File: config.mk
export PLATFORM = sky130hd
export DESIGN_NAME = mist_top
export DESIGN_NICKNAME = d
export VERILOG_FILES = /design/src/shared/mist_pkg.sv /design/src/hw/mist_filter.sv /design/src/hw/mist_top.sv
export VERILOG_INCLUDE_DIRS = /design/src /design/src/shared
export SDC_FILE = /design/constraint.sdc
export NUM_CORES = 1
export LEC_CHECK = 0
export BUFFER_PORTS_ARGS = -buffer_cell sky130_fd_sc_hd__buf_4
export CAP_MARGIN = 20
export CORE_MARGIN = 2
export CORE_UTILIZATION = 54
export DETAILED_ROUTE_END_ITERATION = 7
export PLACE_DENSITY_LB_ADDON = 0.08
export SETUP_SLACK_MARGIN = 0.05
export SLEW_MARGIN = 25
export SYNTH_ARGS = -nofsm -noshare
export SYNTH_HDL_FRONTEND = slang
export SYNTH_SLANG_ARGS = --single-unit
File: constraint.sdc
create_clock -name mclk_i -period 1.9 [get_ports mclk_i]
set_input_delay 0.285 -clock mclk_i [delete_from_list [all_inputs] [get_ports mclk_i]]
set_output_delay 0.285 -clock mclk_i [all_outputs]
set_load 0.05 [all_outputs]
File: src/shared/mist_params.svh
// constants for the monitored input self-test block
// assumes a 25 MHz core clock
`ifndef MIST_PARAMS_SVH
`define MIST_PARAMS_SVH
`define MIST_NPTS 32
`define MIST_WORD_W 16
`define MIST_CLK_HZ 25000000
`define MIST_TEST_PERIOD_MS 1000
`define MIST_TEST_CYCLES (`MIST_CLK_HZ / 1000 * `MIST_TEST_PERIOD_MS)
`define MIST_TEST_MAX_US 1000
`define MIST_SETTLE_US 100
`define MIST_SETTLE_CYCLES (`MIST_CLK_HZ / 1000000 * `MIST_SETTLE_US)
`define MIST_FILT_LEN 16
`define MIST_BLINK_CYCLES 6250000
`endif

File: src/shared/mist_pkg.sv
// types for the monitored input self-test block
// used by the top module only; the filter does not import it
package mist_pkg;
  typedef enum logic [2:0] {
    MIST_IDLE,
    MIST_FLOW,
    MIST_CHKLOW,
    MIST_FHIGH,
    MIST_CHKHIGH,
    MIST_DONE
  } mist_state_t;
endpackage

File: src/hw/mist_filter.sv
// per-channel debounce filter for field inputs
// input is already synchronised to mclk_i
`timescale 1ns/100ps
`include "mist_params.svh"
module mist_filter #(
  parameter int FILT_LEN = `MIST_FILT_LEN
) (
  input wire logic mclk_i,
  input wire logic rst_n_i,
  input wire logic sample_i,
  input wire logic hold_i,
  output logic state_o
);
  logic [$clog2(FILT_LEN+1)-1:0] cnt_q;
  logic state_q;
  assign state_o = state_q;
  always_ff @(posedge mclk_i) begin
    if (!rst_n_i) begin
      cnt_q <= '0;
      state_q <= 1'b0;
    end else if (hold_i) begin
      cnt_q <= '0;
    end else if (sample_i == state_q) begin
      cnt_q <= '0;
    end else if (cnt_q == ($clog2(FILT_LEN+1))'(FILT_LEN - 1)) begin
      cnt_q <= '0;
      state_q <= sample_i;
    end else begin
      cnt_q <= cnt_q + 1'b1;
    end
  end
endmodule // mist_filter

File: src/hw/mist_top.sv
// monitored 32-point input: filtering, periodic self-test, fault flags
// assumes force pins drive a test path behind the field isolation
`timescale 1ns/100ps
`include "mist_params.svh"
// Operation
// - thirty-two independent inputs, high level means active
// - state words report active as one, inactive as zero
// - self-test forces all inputs low, then high, checks each
// - self-test repeats once per second
// - whole self-test pass completes under one millisecond
// - forcing never drives or loads the field sources
// - failed channel reports fault and flashes active indicator
// - every input digitally filtered against short disturbances
// - four words exchanged: two state, two fault
// - fault bit one means faulty, zero means healthy
// - fault bit position matches the input's state bit
// - field power loss sets every fault flag
// - power return plus passing test clears fault flags
module mist_top
  import mist_pkg::*;
#(
  parameter int TEST_CYCLES = `MIST_TEST_CYCLES
) (
  input wire logic mclk_i,
  input wire logic rst_n_i,
  input wire logic [`MIST_NPTS-1:0] field_i,
  input wire logic field_pwr_ok_i,
  output logic force_low_o,
  output logic force_high_o,
  output logic [`MIST_WORD_W-1:0] state_lo_o,
  output logic [`MIST_WORD_W-1:0] state_hi_o,
  output logic [`MIST_WORD_W-1:0] fault_lo_o,
  output logic [`MIST_WORD_W-1:0] fault_hi_o,
  output logic active_led_o,
  output logic test_busy_o
);
  localparam int NP = `MIST_NPTS;
  localparam int SETTLE = `MIST_SETTLE_CYCLES;
  localparam int BLINK = `MIST_BLINK_CYCLES;

  logic [NP-1:0] in_m_q, in_s_q;
  logic pwr_m_q, pwr_s_q;
  logic [NP-1:0] filt_st;
  logic [NP-1:0] fail_q;
  logic [NP-1:0] fault_q;
  logic [NP-1:0] state_q;
  logic pwr_lost_q;
  mist_state_t st_q;
  logic [$clog2(TEST_CYCLES)-1:0] per_q;
  logic [$clog2(SETTLE+1)-1:0] set_q;
  logic [$clog2(BLINK)-1:0] blink_q;
  logic blink_ph_q;
  logic testing;
  logic settled;

  // two-flop synchronisers on field pins
  always_ff @(posedge mclk_i) begin
    if (!rst_n_i) begin
      in_m_q <= '0;
      in_s_q <= '0;
      // power assumed present until synchronised: no false flags at reset
      pwr_m_q <= 1'b1;
      pwr_s_q <= 1'b1;
    end else begin
      in_m_q <= field_i;
      in_s_q <= in_m_q;
      pwr_m_q <= field_pwr_ok_i;
      pwr_s_q <= pwr_m_q;
    end
  end

  assign testing = (st_q != MIST_IDLE);
  assign settled = (set_q == ($clog2(SETTLE+1))'(SETTLE - 1));

  generate
    for (genvar g = 0; g < NP; g++) begin : g_ch
      mist_filter u_mist_filter (
        .mclk_i(mclk_i),
        .rst_n_i(rst_n_i),
        .sample_i(in_s_q[g]),
        .hold_i(testing),
        .state_o(filt_st[g])
      );
    end
  endgenerate

  always_ff @(posedge mclk_i) begin
    if (!rst_n_i) begin
      per_q <= '0;
    end else if (per_q == ($clog2(TEST_CYCLES))'(TEST_CYCLES - 1)) begin
      per_q <= '0;
    end else begin
      per_q <= per_q + 1'b1;
    end
  end

  always_ff @(posedge mclk_i) begin
    if (!rst_n_i) begin
      st_q <= MIST_IDLE;
    end else begin
      unique case (st_q)
        MIST_IDLE: begin
          if (per_q == ($clog2(TEST_CYCLES))'(TEST_CYCLES - 1)) begin
            st_q <= MIST_FLOW;
          end
        end
        MIST_FLOW: if (settled) st_q <= MIST_CHKLOW;
        MIST_CHKLOW: st_q <= MIST_FHIGH;
        MIST_FHIGH: if (settled) st_q <= MIST_CHKHIGH;
        MIST_CHKHIGH: st_q <= MIST_DONE;
        MIST_DONE: st_q <= MIST_IDLE;
      endcase
    end
  end

  // settle counter per forced phase
  always_ff @(posedge mclk_i) begin
    if (!rst_n_i) begin
      set_q <= '0;
    end else if ((st_q == MIST_FLOW || st_q == MIST_FHIGH) && !settled) begin
      set_q <= set_q + 1'b1;
    end else begin
      set_q <= '0;
    end
  end

  // force lines only steer the internal test path
  always_ff @(posedge mclk_i) begin
    if (!rst_n_i) begin
      force_low_o <= 1'b0;
      force_high_o <= 1'b0;
    end else begin
      force_low_o <= (st_q == MIST_IDLE && per_q ==
        ($clog2(TEST_CYCLES))'(TEST_CYCLES - 1)) ||
        (st_q == MIST_FLOW && !settled);
      force_high_o <= (st_q == MIST_CHKLOW) ||
        (st_q == MIST_FHIGH && !settled);
    end
  end

  always_ff @(posedge mclk_i) begin
    if (!rst_n_i) begin
      fail_q <= '0;
    end else if (st_q == MIST_IDLE) begin
      fail_q <= '0;
    end else if (st_q == MIST_CHKLOW) begin
      fail_q <= fail_q | in_s_q;
    end else if (st_q == MIST_CHKHIGH) begin
      fail_q <= fail_q | ~in_s_q;
    end
  end

  // power loss seen since idle; a pass it overlaps cannot clear flags
  always_ff @(posedge mclk_i) begin
    if (!rst_n_i) begin
      pwr_lost_q <= 1'b0;
    end else if (!pwr_s_q) begin
      pwr_lost_q <= 1'b1;
    end else if (st_q == MIST_IDLE) begin
      pwr_lost_q <= 1'b0;
    end
  end

  // cleared by passing test after power return
  // fault flags latch at pass end
  always_ff @(posedge mclk_i) begin
    if (!rst_n_i) begin
      fault_q <= '0;
    end else if (!pwr_s_q) begin
      fault_q <= '1;
    end else if (st_q == MIST_DONE) begin
      fault_q <= fail_q | {NP{pwr_lost_q}};
    end
  end

  // forced samples never reach reported state
  always_ff @(posedge mclk_i) begin
    if (!rst_n_i) begin
      state_q <= '0;
    end else begin
      state_q <= filt_st;
    end
  end

  assign state_lo_o = state_q[`MIST_WORD_W-1:0];
  assign state_hi_o = state_q[NP-1:`MIST_WORD_W];
  // fault words at matching bit positions
  assign fault_lo_o = fault_q[`MIST_WORD_W-1:0];
  assign fault_hi_o = fault_q[NP-1:`MIST_WORD_W];

  always_ff @(posedge mclk_i) begin
    if (!rst_n_i) begin
      blink_q <= '0;
      blink_ph_q <= 1'b0;
    end else if (blink_q == ($clog2(BLINK))'(BLINK - 1)) begin
      blink_q <= '0;
      blink_ph_q <= ~blink_ph_q;
    end else begin
      blink_q <= blink_q + 1'b1;
    end
  end

  always_ff @(posedge mclk_i) begin
    if (!rst_n_i) begin
      active_led_o <= 1'b0;
    end else begin
      active_led_o <= (|fault_q) ? blink_ph_q : 1'b1;
    end
  end

  assign test_busy_o = testing;

  // pass length well under one millisecond
  logic [15:0] pass_len_q;
  always_ff @(posedge mclk_i) begin
    if (!rst_n_i || st_q == MIST_IDLE) begin
      pass_len_q <= '0;
    end else begin
      pass_len_q <= pass_len_q + 16'h0001;
    end
  end

  chk_pass_len: assert property (
    @(posedge mclk_i) disable iff (!rst_n_i)
    pass_len_q < 16'h61A8)
    else $error("self-test pass too long");
  // low phase precedes high
  // force_low_o drops one edge before force_high_o rises
  chk_force_order: assert property (
    @(posedge mclk_i) disable iff (!rst_n_i)
    $rose(force_high_o) |-> $past(force_low_o, 2))
    else $error("high forced before low");
  chk_force_excl: assert property (
    @(posedge mclk_i) disable iff (!rst_n_i)
    !(force_low_o && force_high_o))
    else $error("both force lines active");
  chk_pwr_fault: assert property (
    @(posedge mclk_i) disable iff (!rst_n_i)
    !pwr_s_q |=> fault_q == '1)
    else $error("flags not set on power loss");
  chk_pwr_latch: assert property (
    @(posedge mclk_i) disable iff (!rst_n_i)
    !pwr_s_q |=> pwr_lost_q)
    else $error("power loss not latched");
  chk_fault_hold: assert property (
    @(posedge mclk_i) disable iff (!rst_n_i)
    (st_q != MIST_DONE && pwr_s_q) |=> $stable(fault_q))
    else $error("fault flags moved between passes");
  chk_fault_update: assert property (
    @(posedge mclk_i) disable iff (!rst_n_i)
    (st_q == MIST_DONE && pwr_s_q) |=>
    fault_q == ($past(fail_q) | {NP{$past(pwr_lost_q)}}))
    else $error("fault flags not latched");
  chk_pwr_clear: assert property (
    @(posedge mclk_i) disable iff (!rst_n_i)
    (st_q == MIST_DONE && pwr_s_q && !pwr_lost_q && fail_q == '0) |=>
    fault_q == '0)
    else $error("flags not cleared after pass");
  chk_led_steady: assert property (
    @(posedge mclk_i) disable iff (!rst_n_i)
    (fault_q == '0) [*2] |-> active_led_o)
    else $error("indicator not steady without fault");
  chk_led_blink: assert property (
    @(posedge mclk_i) disable iff (!rst_n_i)
    (|fault_q) |=> active_led_o == $past(blink_ph_q))
    else $error("indicator not blinking on fault");
  chk_state_hold: assert property (
    @(posedge mclk_i) disable iff (!rst_n_i)
    (testing && $past(testing, 2)) |-> $stable(state_q))
    else $error("forced samples reached state");
endmodule // mist_top

==> impl_metrics.csv, run 1 <==
group,metric,value,unit
status,outcome,"finished clean",
drt,via_per_inst,5.123,
cells_and_area,n_fill_cell,2311,
floorplan,die_area,0.02983,mm²
setup_path,endpoint_kind,"flip-flop",
floorplan,die_h,172.7,µm
flow_run,max-cap-violations,0,
synthesis,ys_ff_latch,422,
global_routing,grt_overflow_total,0,
drt,dr.pass1.iters,4,
timing,rsz0062_at_grt,"yes",
cells_and_area,syn2layout_area_growth,20.77,%
timing,setup_violations,0,
floorplan,rows,61,
power,powerDensity,977.5,mW/mm²
clock_network,numCtsBuffers,43,
timing,max-slew-margin-rel,62.29,%
placed_design,dp_slack,28.70,ps
setup_path,slowest_stage,"or3_1",
setup_path,startpoint_type,"flip-flop",
drt,drc,0,
cells_and_area,multi_input_area,0.006531,mm²
floorplan,core_area,0.02793,mm²
synthesis,yosys_warnings,0,
setup_path,cp.required,2340,ps
timing,hold_ws,7.813,ps
global_routing,antenna_found_initial,0,
setup_path,critical_path.max_stage_delay,450,ps
cells_and_area,sequential_cell_area,0.008452,mm²
cells_and_area,nets,1889,
floorplan,die_width,172.7,µm
power,vdd_drop_max,0.7404,mV
hold_path,min_path_type,"in -> reg",
power,p_total,18.15,mW
timing,finalCritPeriodShare,93.92,%
synthesis,syn_nets,1731,
global_routing,first_global_vias,10863,
setup_path,crit_start,"per_q[0]",
setup_path,path_max_fanout,7,
drt,drt_wl_total,30680,µm
setup_path,cp_cell_sequence,"ha_2 -> and4_4 -> nand2_2 -> or3_1 -> a211oi_1",
clock_network,htreeDepth,2,
placed_design,io_buffer_count,102,
clock_network,cts_tree,"built",
clock_network,root_buffer,"clkbuf_16",
synthesis,yosysSeqAreaShare,54.96,%
cells_and_area,final_common_cell,"dfxtp_1",
clock_network,clock_latency,540,ps
cells_and_area,final_area,0.01857,mm²
global_routing,grt_max_degree,105,
timing,fin_skew,15.13,ps
cells_and_area,drive_above_1_share,12.77,%
setup_path,critPathArrivalTime,2230,ps
floorplan,io_pins,103,
timing,finalHoldViolCount,0,
timing,fin_ws,115.5,ps
floorplan,start_util,55.03,%
drt,via_count,11245,
timing,worst_slew_pin_slew,564.2,ps
placed_design,hpwl,19890,µm
timing,fin_setup_tns,0,ps
setup_path,r2r_setup_slack,120,ps
synthesis,syn_area,0.01537,mm²
timing,drv_slew,0,
drt,drt_iter0_markers,508,
cells_and_area,final_cell_mix,"dfxtp_1, nor2_1, buf_4",
timing,min_period,1785,ps
drt,drt-wirelength-per-cell,13.98,µm
setup_path,worstRegToRegCells,5,
power,leakagePower,7.155,nW
clock_network,cts_sinks,422,
synthesis,synthCells,1629,
clock_network,clk_pin_slew,60,ps
clock_network,cts_buffer_depth,3,
setup_path,reg2reg_from,"per_q[0]",
setup_path,r2r_end,"st_q[0]",
cells_and_area,diodes,0,
global_routing,track_usage,20.65,%
timing,max_freq,0.5604,GHz
placed_design,gp_congestion,0.8343,
placed_design,placed_area,0.01671,mm²
synthesis,yosys.cell_types.count,37,
synthesis,avgSynthCellArea,9.437,µm²
setup_path,cp-endpoint,"st_q[0]",
setup_path,crit_type,"reg -> reg",
global_routing,grt_pass1_wl,51820,µm
drt,final_antenna_net_count,0,
[where the power goes]
group / switching, mW / total [mW] / internal, mW / leakage (nW)
logic: 0.374 / 0.659 / 0.285 / 3.02
clock network: 3.35 / 8.39 / 5.04 / 0.709
registers: 0.115 / 9.10 / 8.99 / 3.42
[metal layers]
metal	routed length, µm	GRT usage [%]	part of all wire, %	up-vias
li1	-	-	-	5759
met1	14340	26.51	47	5264
met2	14460	35.58	47	167
met3	1148	3.364	3.7	55
met4	737	6.780	2.4	0
met5	0	0	0	-
[final cells by class]
class                           instances  area share (%)
Clock inverter                         13          0.8357
Tap cell                              378           2.548
Inverter                               71           1.436
Sequential cell                       422           45.53
Timing Repair Buffer                  169           7.643
Clock buffer                           62           6.834
Multi-Input combinational cell       1080           35.18
[sequential cells by signal, summed over array words and instances (netlist names)]
| signal | count |
|---|---|
| g_ch.u_mist_filter.cnt_q | 160 |
| fail_q | 32 |
| fault_q | 32 |
| g_ch.u_mist_filter.state_o | 32 |
| in_m_q | 32 |
| in_s_q | 32 |
| state_q | 32 |
| per_q | 25 |
| blink_q | 23 |
| set_q | 12 |
| st_q | 3 |
| active_led_o | 1 |
| blink_ph_q | 1 |
| force_high_o | 1 |
| force_low_o | 1 |
| pwr_lost_q | 1 |
| pwr_m_q | 1 |
| pwr_s_q | 1 |
[cell families (layout without fill, tap and decap cells)]
family / Yosys count / count (layout) / share of synthesized area (%)
compound gates: 144 / 144 / 5.681
buf+inv: 128 / 315 / 3.199
simple gates: 736 / 737 / 23.19
xor+xnor: 132 / 132 / 7.521
flops: 422 / 422 / 54.96
fa+ha+maj: 67 / 67 / 5.453
[through the flow]
stage                     cells  utilization (%)
after floorplan            1629                -
after global placement     2085            59.83
after detailed placement   2085            59.83
after CTS                  2193            66.12
after global routing       2195            66.46
final                      2195            66.46
[worst max-delay path: cells and delay by family (launching register included)]
kind / cells / cell delay [ps]
AND/OR/NAND/NOR: 3 / 860
adder cells (fa/ha/maj): 1 / 220
flip-flops: 1 / 370
AO/OA/AOI/OAI: 1 / 240
[cell usage after synthesis (all sizes together)]
master,n,area share (%)
dfxtp,422,55
nor2,305,7.4
and2,98,4.0
nand3,87,2.8
nand2,86,2.1
xnor2,82,4.7
inv,71,1.7
ha,67,5.5
a21oi,53,1.7
xor2,50,2.8
or3,47,1.9
clkbuf,46,1.1
and3,38,1.5
a211oi,33,1.6
o22ai,33,1.3
nand4,22,0.90
o21ai,15,0.51
nor4,14,0.57
or4,12,0.61
buf,11,0.34
nor3,8,0.26
o31ai,8,0.39
and4,6,0.34
nand2b,3,0.12
nor4b,2,0.11
nor4bb,2,0.13
o21a,2,0.098
or2,2,0.081
or3b,2,0.11
nand3b,1,0.049
nor2b,1,0.041
[worst min-delay path by stage]
| stage | cells past startpoint | slack [ps] | end | from |
|---|---|---|---|---|
| floorplan | 1 | 390 | pwr_s_q | pwr_m_q |
| global placement | 1 | 400 | pwr_s_q | pwr_m_q |
| detailed placement | 1 | 400 | pwr_s_q | pwr_m_q |
| CTS | 2 | 3 | in_m_q[30] | field_i[30] |
| global route | 2 | 20 | in_m_q[30] | field_i[30] |
| finish | 2 | 8 | in_m_q[30] | field_i[30] |
[repair_timing]
action / in CTS / in global routing
hold buffers: 32 / 0
setup buffers: 1 / 1
resized for setup: 2 / 21
setup endpoints to repair: 4 / 66
pin swaps: 1 / 5
endpoints found under the hold margin: 32 / 0
gates cloned: 0 / 1
Power figures use the tool's default switching activity.
==> run 2: changes to the inputs <==
--- a/config.mk
+++ b/config.mk
@@ -6,6 +6,7 @@
 export SDC_FILE = /design/constraint.sdc
 export NUM_CORES = 1
 export LEC_CHECK = 0
+export ABC_AREA = 1
 export BUFFER_PORTS_ARGS = -buffer_cell sky130_fd_sc_hd__buf_4
 export CAP_MARGIN = 20
 export CORE_MARGIN = 2
==> impl_metrics.csv, run 2 <==
group,metric,value,unit
hold_path,holdPathStages,4,
clock_network,cts_tree,"built",
cells_and_area,drive_above_1_share,11.98,%
clock_network,htreeDepth,2,
synthesis,synth_most_common_cell,"dfxtp_1",
setup_path,critPathArrivalTime,1520,ps
cells_and_area,nets,2274,
global_routing,first_global_vias,11920,
drt,drt_wl_total,33340,µm
synthesis,syn_area,0.01660,mm²
drt,via_count,12646,
clock_network,numCtsBuffers,44,
placed_design,gp_congestion,0.8761,
setup_path,reg2reg_from,"st_q[1]",
timing,min_period,1804,ps
drt,drt_iter0_markers,457,
global_routing,track_usage,21.21,%
synthesis,avgSynthCellArea,8.274,µm²
synthesis,yosys_warnings,0,
timing,max-slew-margin-rel,56.59,%
cells_and_area,instances_no_fill,2600,
cells_and_area,multi_input_area,0.006494,mm²
synthesis,synth_area_leaders,"dfxtp_1, inv_1, nor2_1, nand2_1, ha_1",
setup_path,r2r_end,"g_ch[9].u_mist_filter.state_o",
timing,setup_violations,0,
floorplan,start_util,54.54,%
clock_network,cts_buffer_depth,3,
hold_path,min_from,"rst_n_i",
floorplan,die_width,179.3,µm
synthesis,ys.flop_type,"dfxtp_1",
hold_path,holdPathEnd,"in_s_q[17]",
placed_design,io_buffer_count,102,
synthesis,async_flop_share,0,%
clock_network,clk_pin_slew,60,ps
synthesis,synth-edff-count,0,
floorplan,die_h,179.3,µm
cells_and_area,final_cell_mix,"dfxtp_1, inv_1, nor2_1",
floorplan,core_area,0.03043,mm²
placed_design,hpwl,23320,µm
synthesis,ys_ff_latch,422,
synthesis,yosys.cell_types.count,39,
setup_path,startpoint_type,"flip-flop",
synthesis,syn_nets,2108,
timing,finalHoldViolCount,0,
timing,finalCritPeriodShare,94.97,%
timing,fin_setup_tns,0,ps
setup_path,cp.required,1620,ps
synthesis,synth_common_cells,"dfxtp_1, inv_1, nor2_1",
timing,fin_skew,8.678,ps
synthesis,synth_top_area_share,50.90,%
drt,final_antenna_net_count,0,
timing,worst_slew_pin_slew,649.7,ps
drt,dr.pass1.iters,5,
timing,rsz0062_at_grt,"yes",
floorplan,io_pins,103,
global_routing,grt_max_degree,74,
floorplan,rows,64,
global_routing,antenna_found_initial,0,
synthesis,yosysSeqAreaShare,50.90,%
global_routing,grt_pass1_wl,55460,µm
power,vdd_drop_max,0.7303,mV
drt,drc,0,
cells_and_area,sequential_cell_area,0.008448,mm²
flow_run,max-cap-violations,0,
setup_path,crit_type,"reg -> out",
cells_and_area,top_register,"g_ch.u_mist_filter.cnt_q",
clock_network,cts_sinks,422,
setup_path,endpoint_kind,"output pin",
power,powerDensity,923.1,mW/mm²
cells_and_area,diodes,0,
drt,via_per_inst,4.864,
setup_path,r2r_setup_slack,190,ps
setup_path,worstRegToRegCells,9,
synthesis,synthCells,2006,
cells_and_area,syn2layout_area_growth,18.83,%
placed_design,place_inst,2483,
cells_and_area,final_common_cell,"dfxtp_1",
setup_path,path_max_fanout,9,
cells_and_area,largest_reg_flops,160,
timing,drv_slew,0,
floorplan,die_area,0.03215,mm²
cells_and_area,n_fill_cell,2579,
clock_network,clock_latency,540,ps
clock_network,root_buffer,"clkbuf_16",
hold_path,min_path_type,"in -> reg",
power,leakagePower,8.567,nW
synthesis,synth_largest_area_cell,"dfxtp_1",
timing,max_freq,0.5542,GHz
status,outcome,"finished clean",
global_routing,grt_overflow_total,0,
drt,drt-wirelength-per-cell,12.82,µm
-- run 2: worst max path at each step --
stage / start / endpoint / slack, ps / depth (start not counted)
after floorplan: st_q[1] / g_ch[15].u_mist_filter.state_o / 390 / 5
after global placement: st_q[2] / fault_q[19] / 130 / 3
after detailed placement: st_q[1] / fail_q[23] / 200 / 7
after CTS: st_q[1] / test_busy_o / 60 / 5
after global routing: st_q[1] / test_busy_o / 50 / 5
final: st_q[1] / test_busy_o / 100 / 5
-- run 2: what timing repair did --
item	in CTS	in global routing
endpoints found under the setup margin	1	7
gates resized for setup	6	2
hold buffers	33	0
pin swaps	1	0
setup buffers	1	5
endpoints found under the hold margin	33	0
-- run 2: final cells by class --
cell class | instances | share of cell area [%]
Multi-Input combinational cell | 1153 | 32.93
Tap cell | 396 | 2.512
Timing Repair Buffer | 164 | 7.207
Clock inverter | 15 | 0.7993
Sequential cell | 422 | 42.83
Clock buffer | 63 | 6.357
Inverter | 387 | 7.365
-- run 2: per-layer routing --
metal | routed length [µm] | GRT usage, % | vias up | part of all wire [%]
met5 | 0 | 0 | - | 0
met4 | 800 | 6.149 | 0 | 2.4
met3 | 1507 | 3.393 | 68 | 4.5
met2 | 15820 | 37.02 | 228 | 47
met1 | 15210 | 27.04 | 5763 | 46
li1 | - | - | 6587 | -
-- run 2: critical path, stage by stage, from the launching register on --
cell,delay [ps]
dfxtp_1,310
buf_4,160
nor2_4,110
nand2_4,100
buf_12,150
buf_6,150
-- run 2: metrics by stage --
step | power [mW] | util, % | area [µm²] | worst slack, ps | hold WS, ps
6_report | 18.21 | 64.82 | 19720 | 95.58 | 216.5
3_3_place_gp | 9.939 | 58.78 | 17890 | 126.8 | 393.9
3_5_place_dp | 9.952 | 58.80 | 17890 | 202.2 | 398.4
4_1_cts | 18.40 | 64.67 | 19680 | 63.23 | 204.3
2_1_floorplan | 9.688 | - | 16600 | 392.8 | 382.6
5_1_grt | 18.82 | 64.82 | 19720 | 45.17 | 227.4
-- run 2: logic make-up (layout without fill, tap and decap cells) --
kind of cell	Yosys count	count (layout)	synth area share [%]
AOI/OAI and AO/OA	214	214	8.730
xor gates and xnor gates	69	69	3.641
adders and majority gates	67	67	5.051
buffers and inverters	431	629	10.08
DFF	422	422	50.90
and+or+nand+nor	803	803	21.60
-- run 2: where the power goes --
part / total, mW / internal, mW / switching, mW / leakage [nW]
logic: 0.719 / 0.272 / 0.446 / 4.44
registers: 9.09 / 8.99 / 0.106 / 3.42
clock network: 8.40 / 4.99 / 3.41 / 0.702
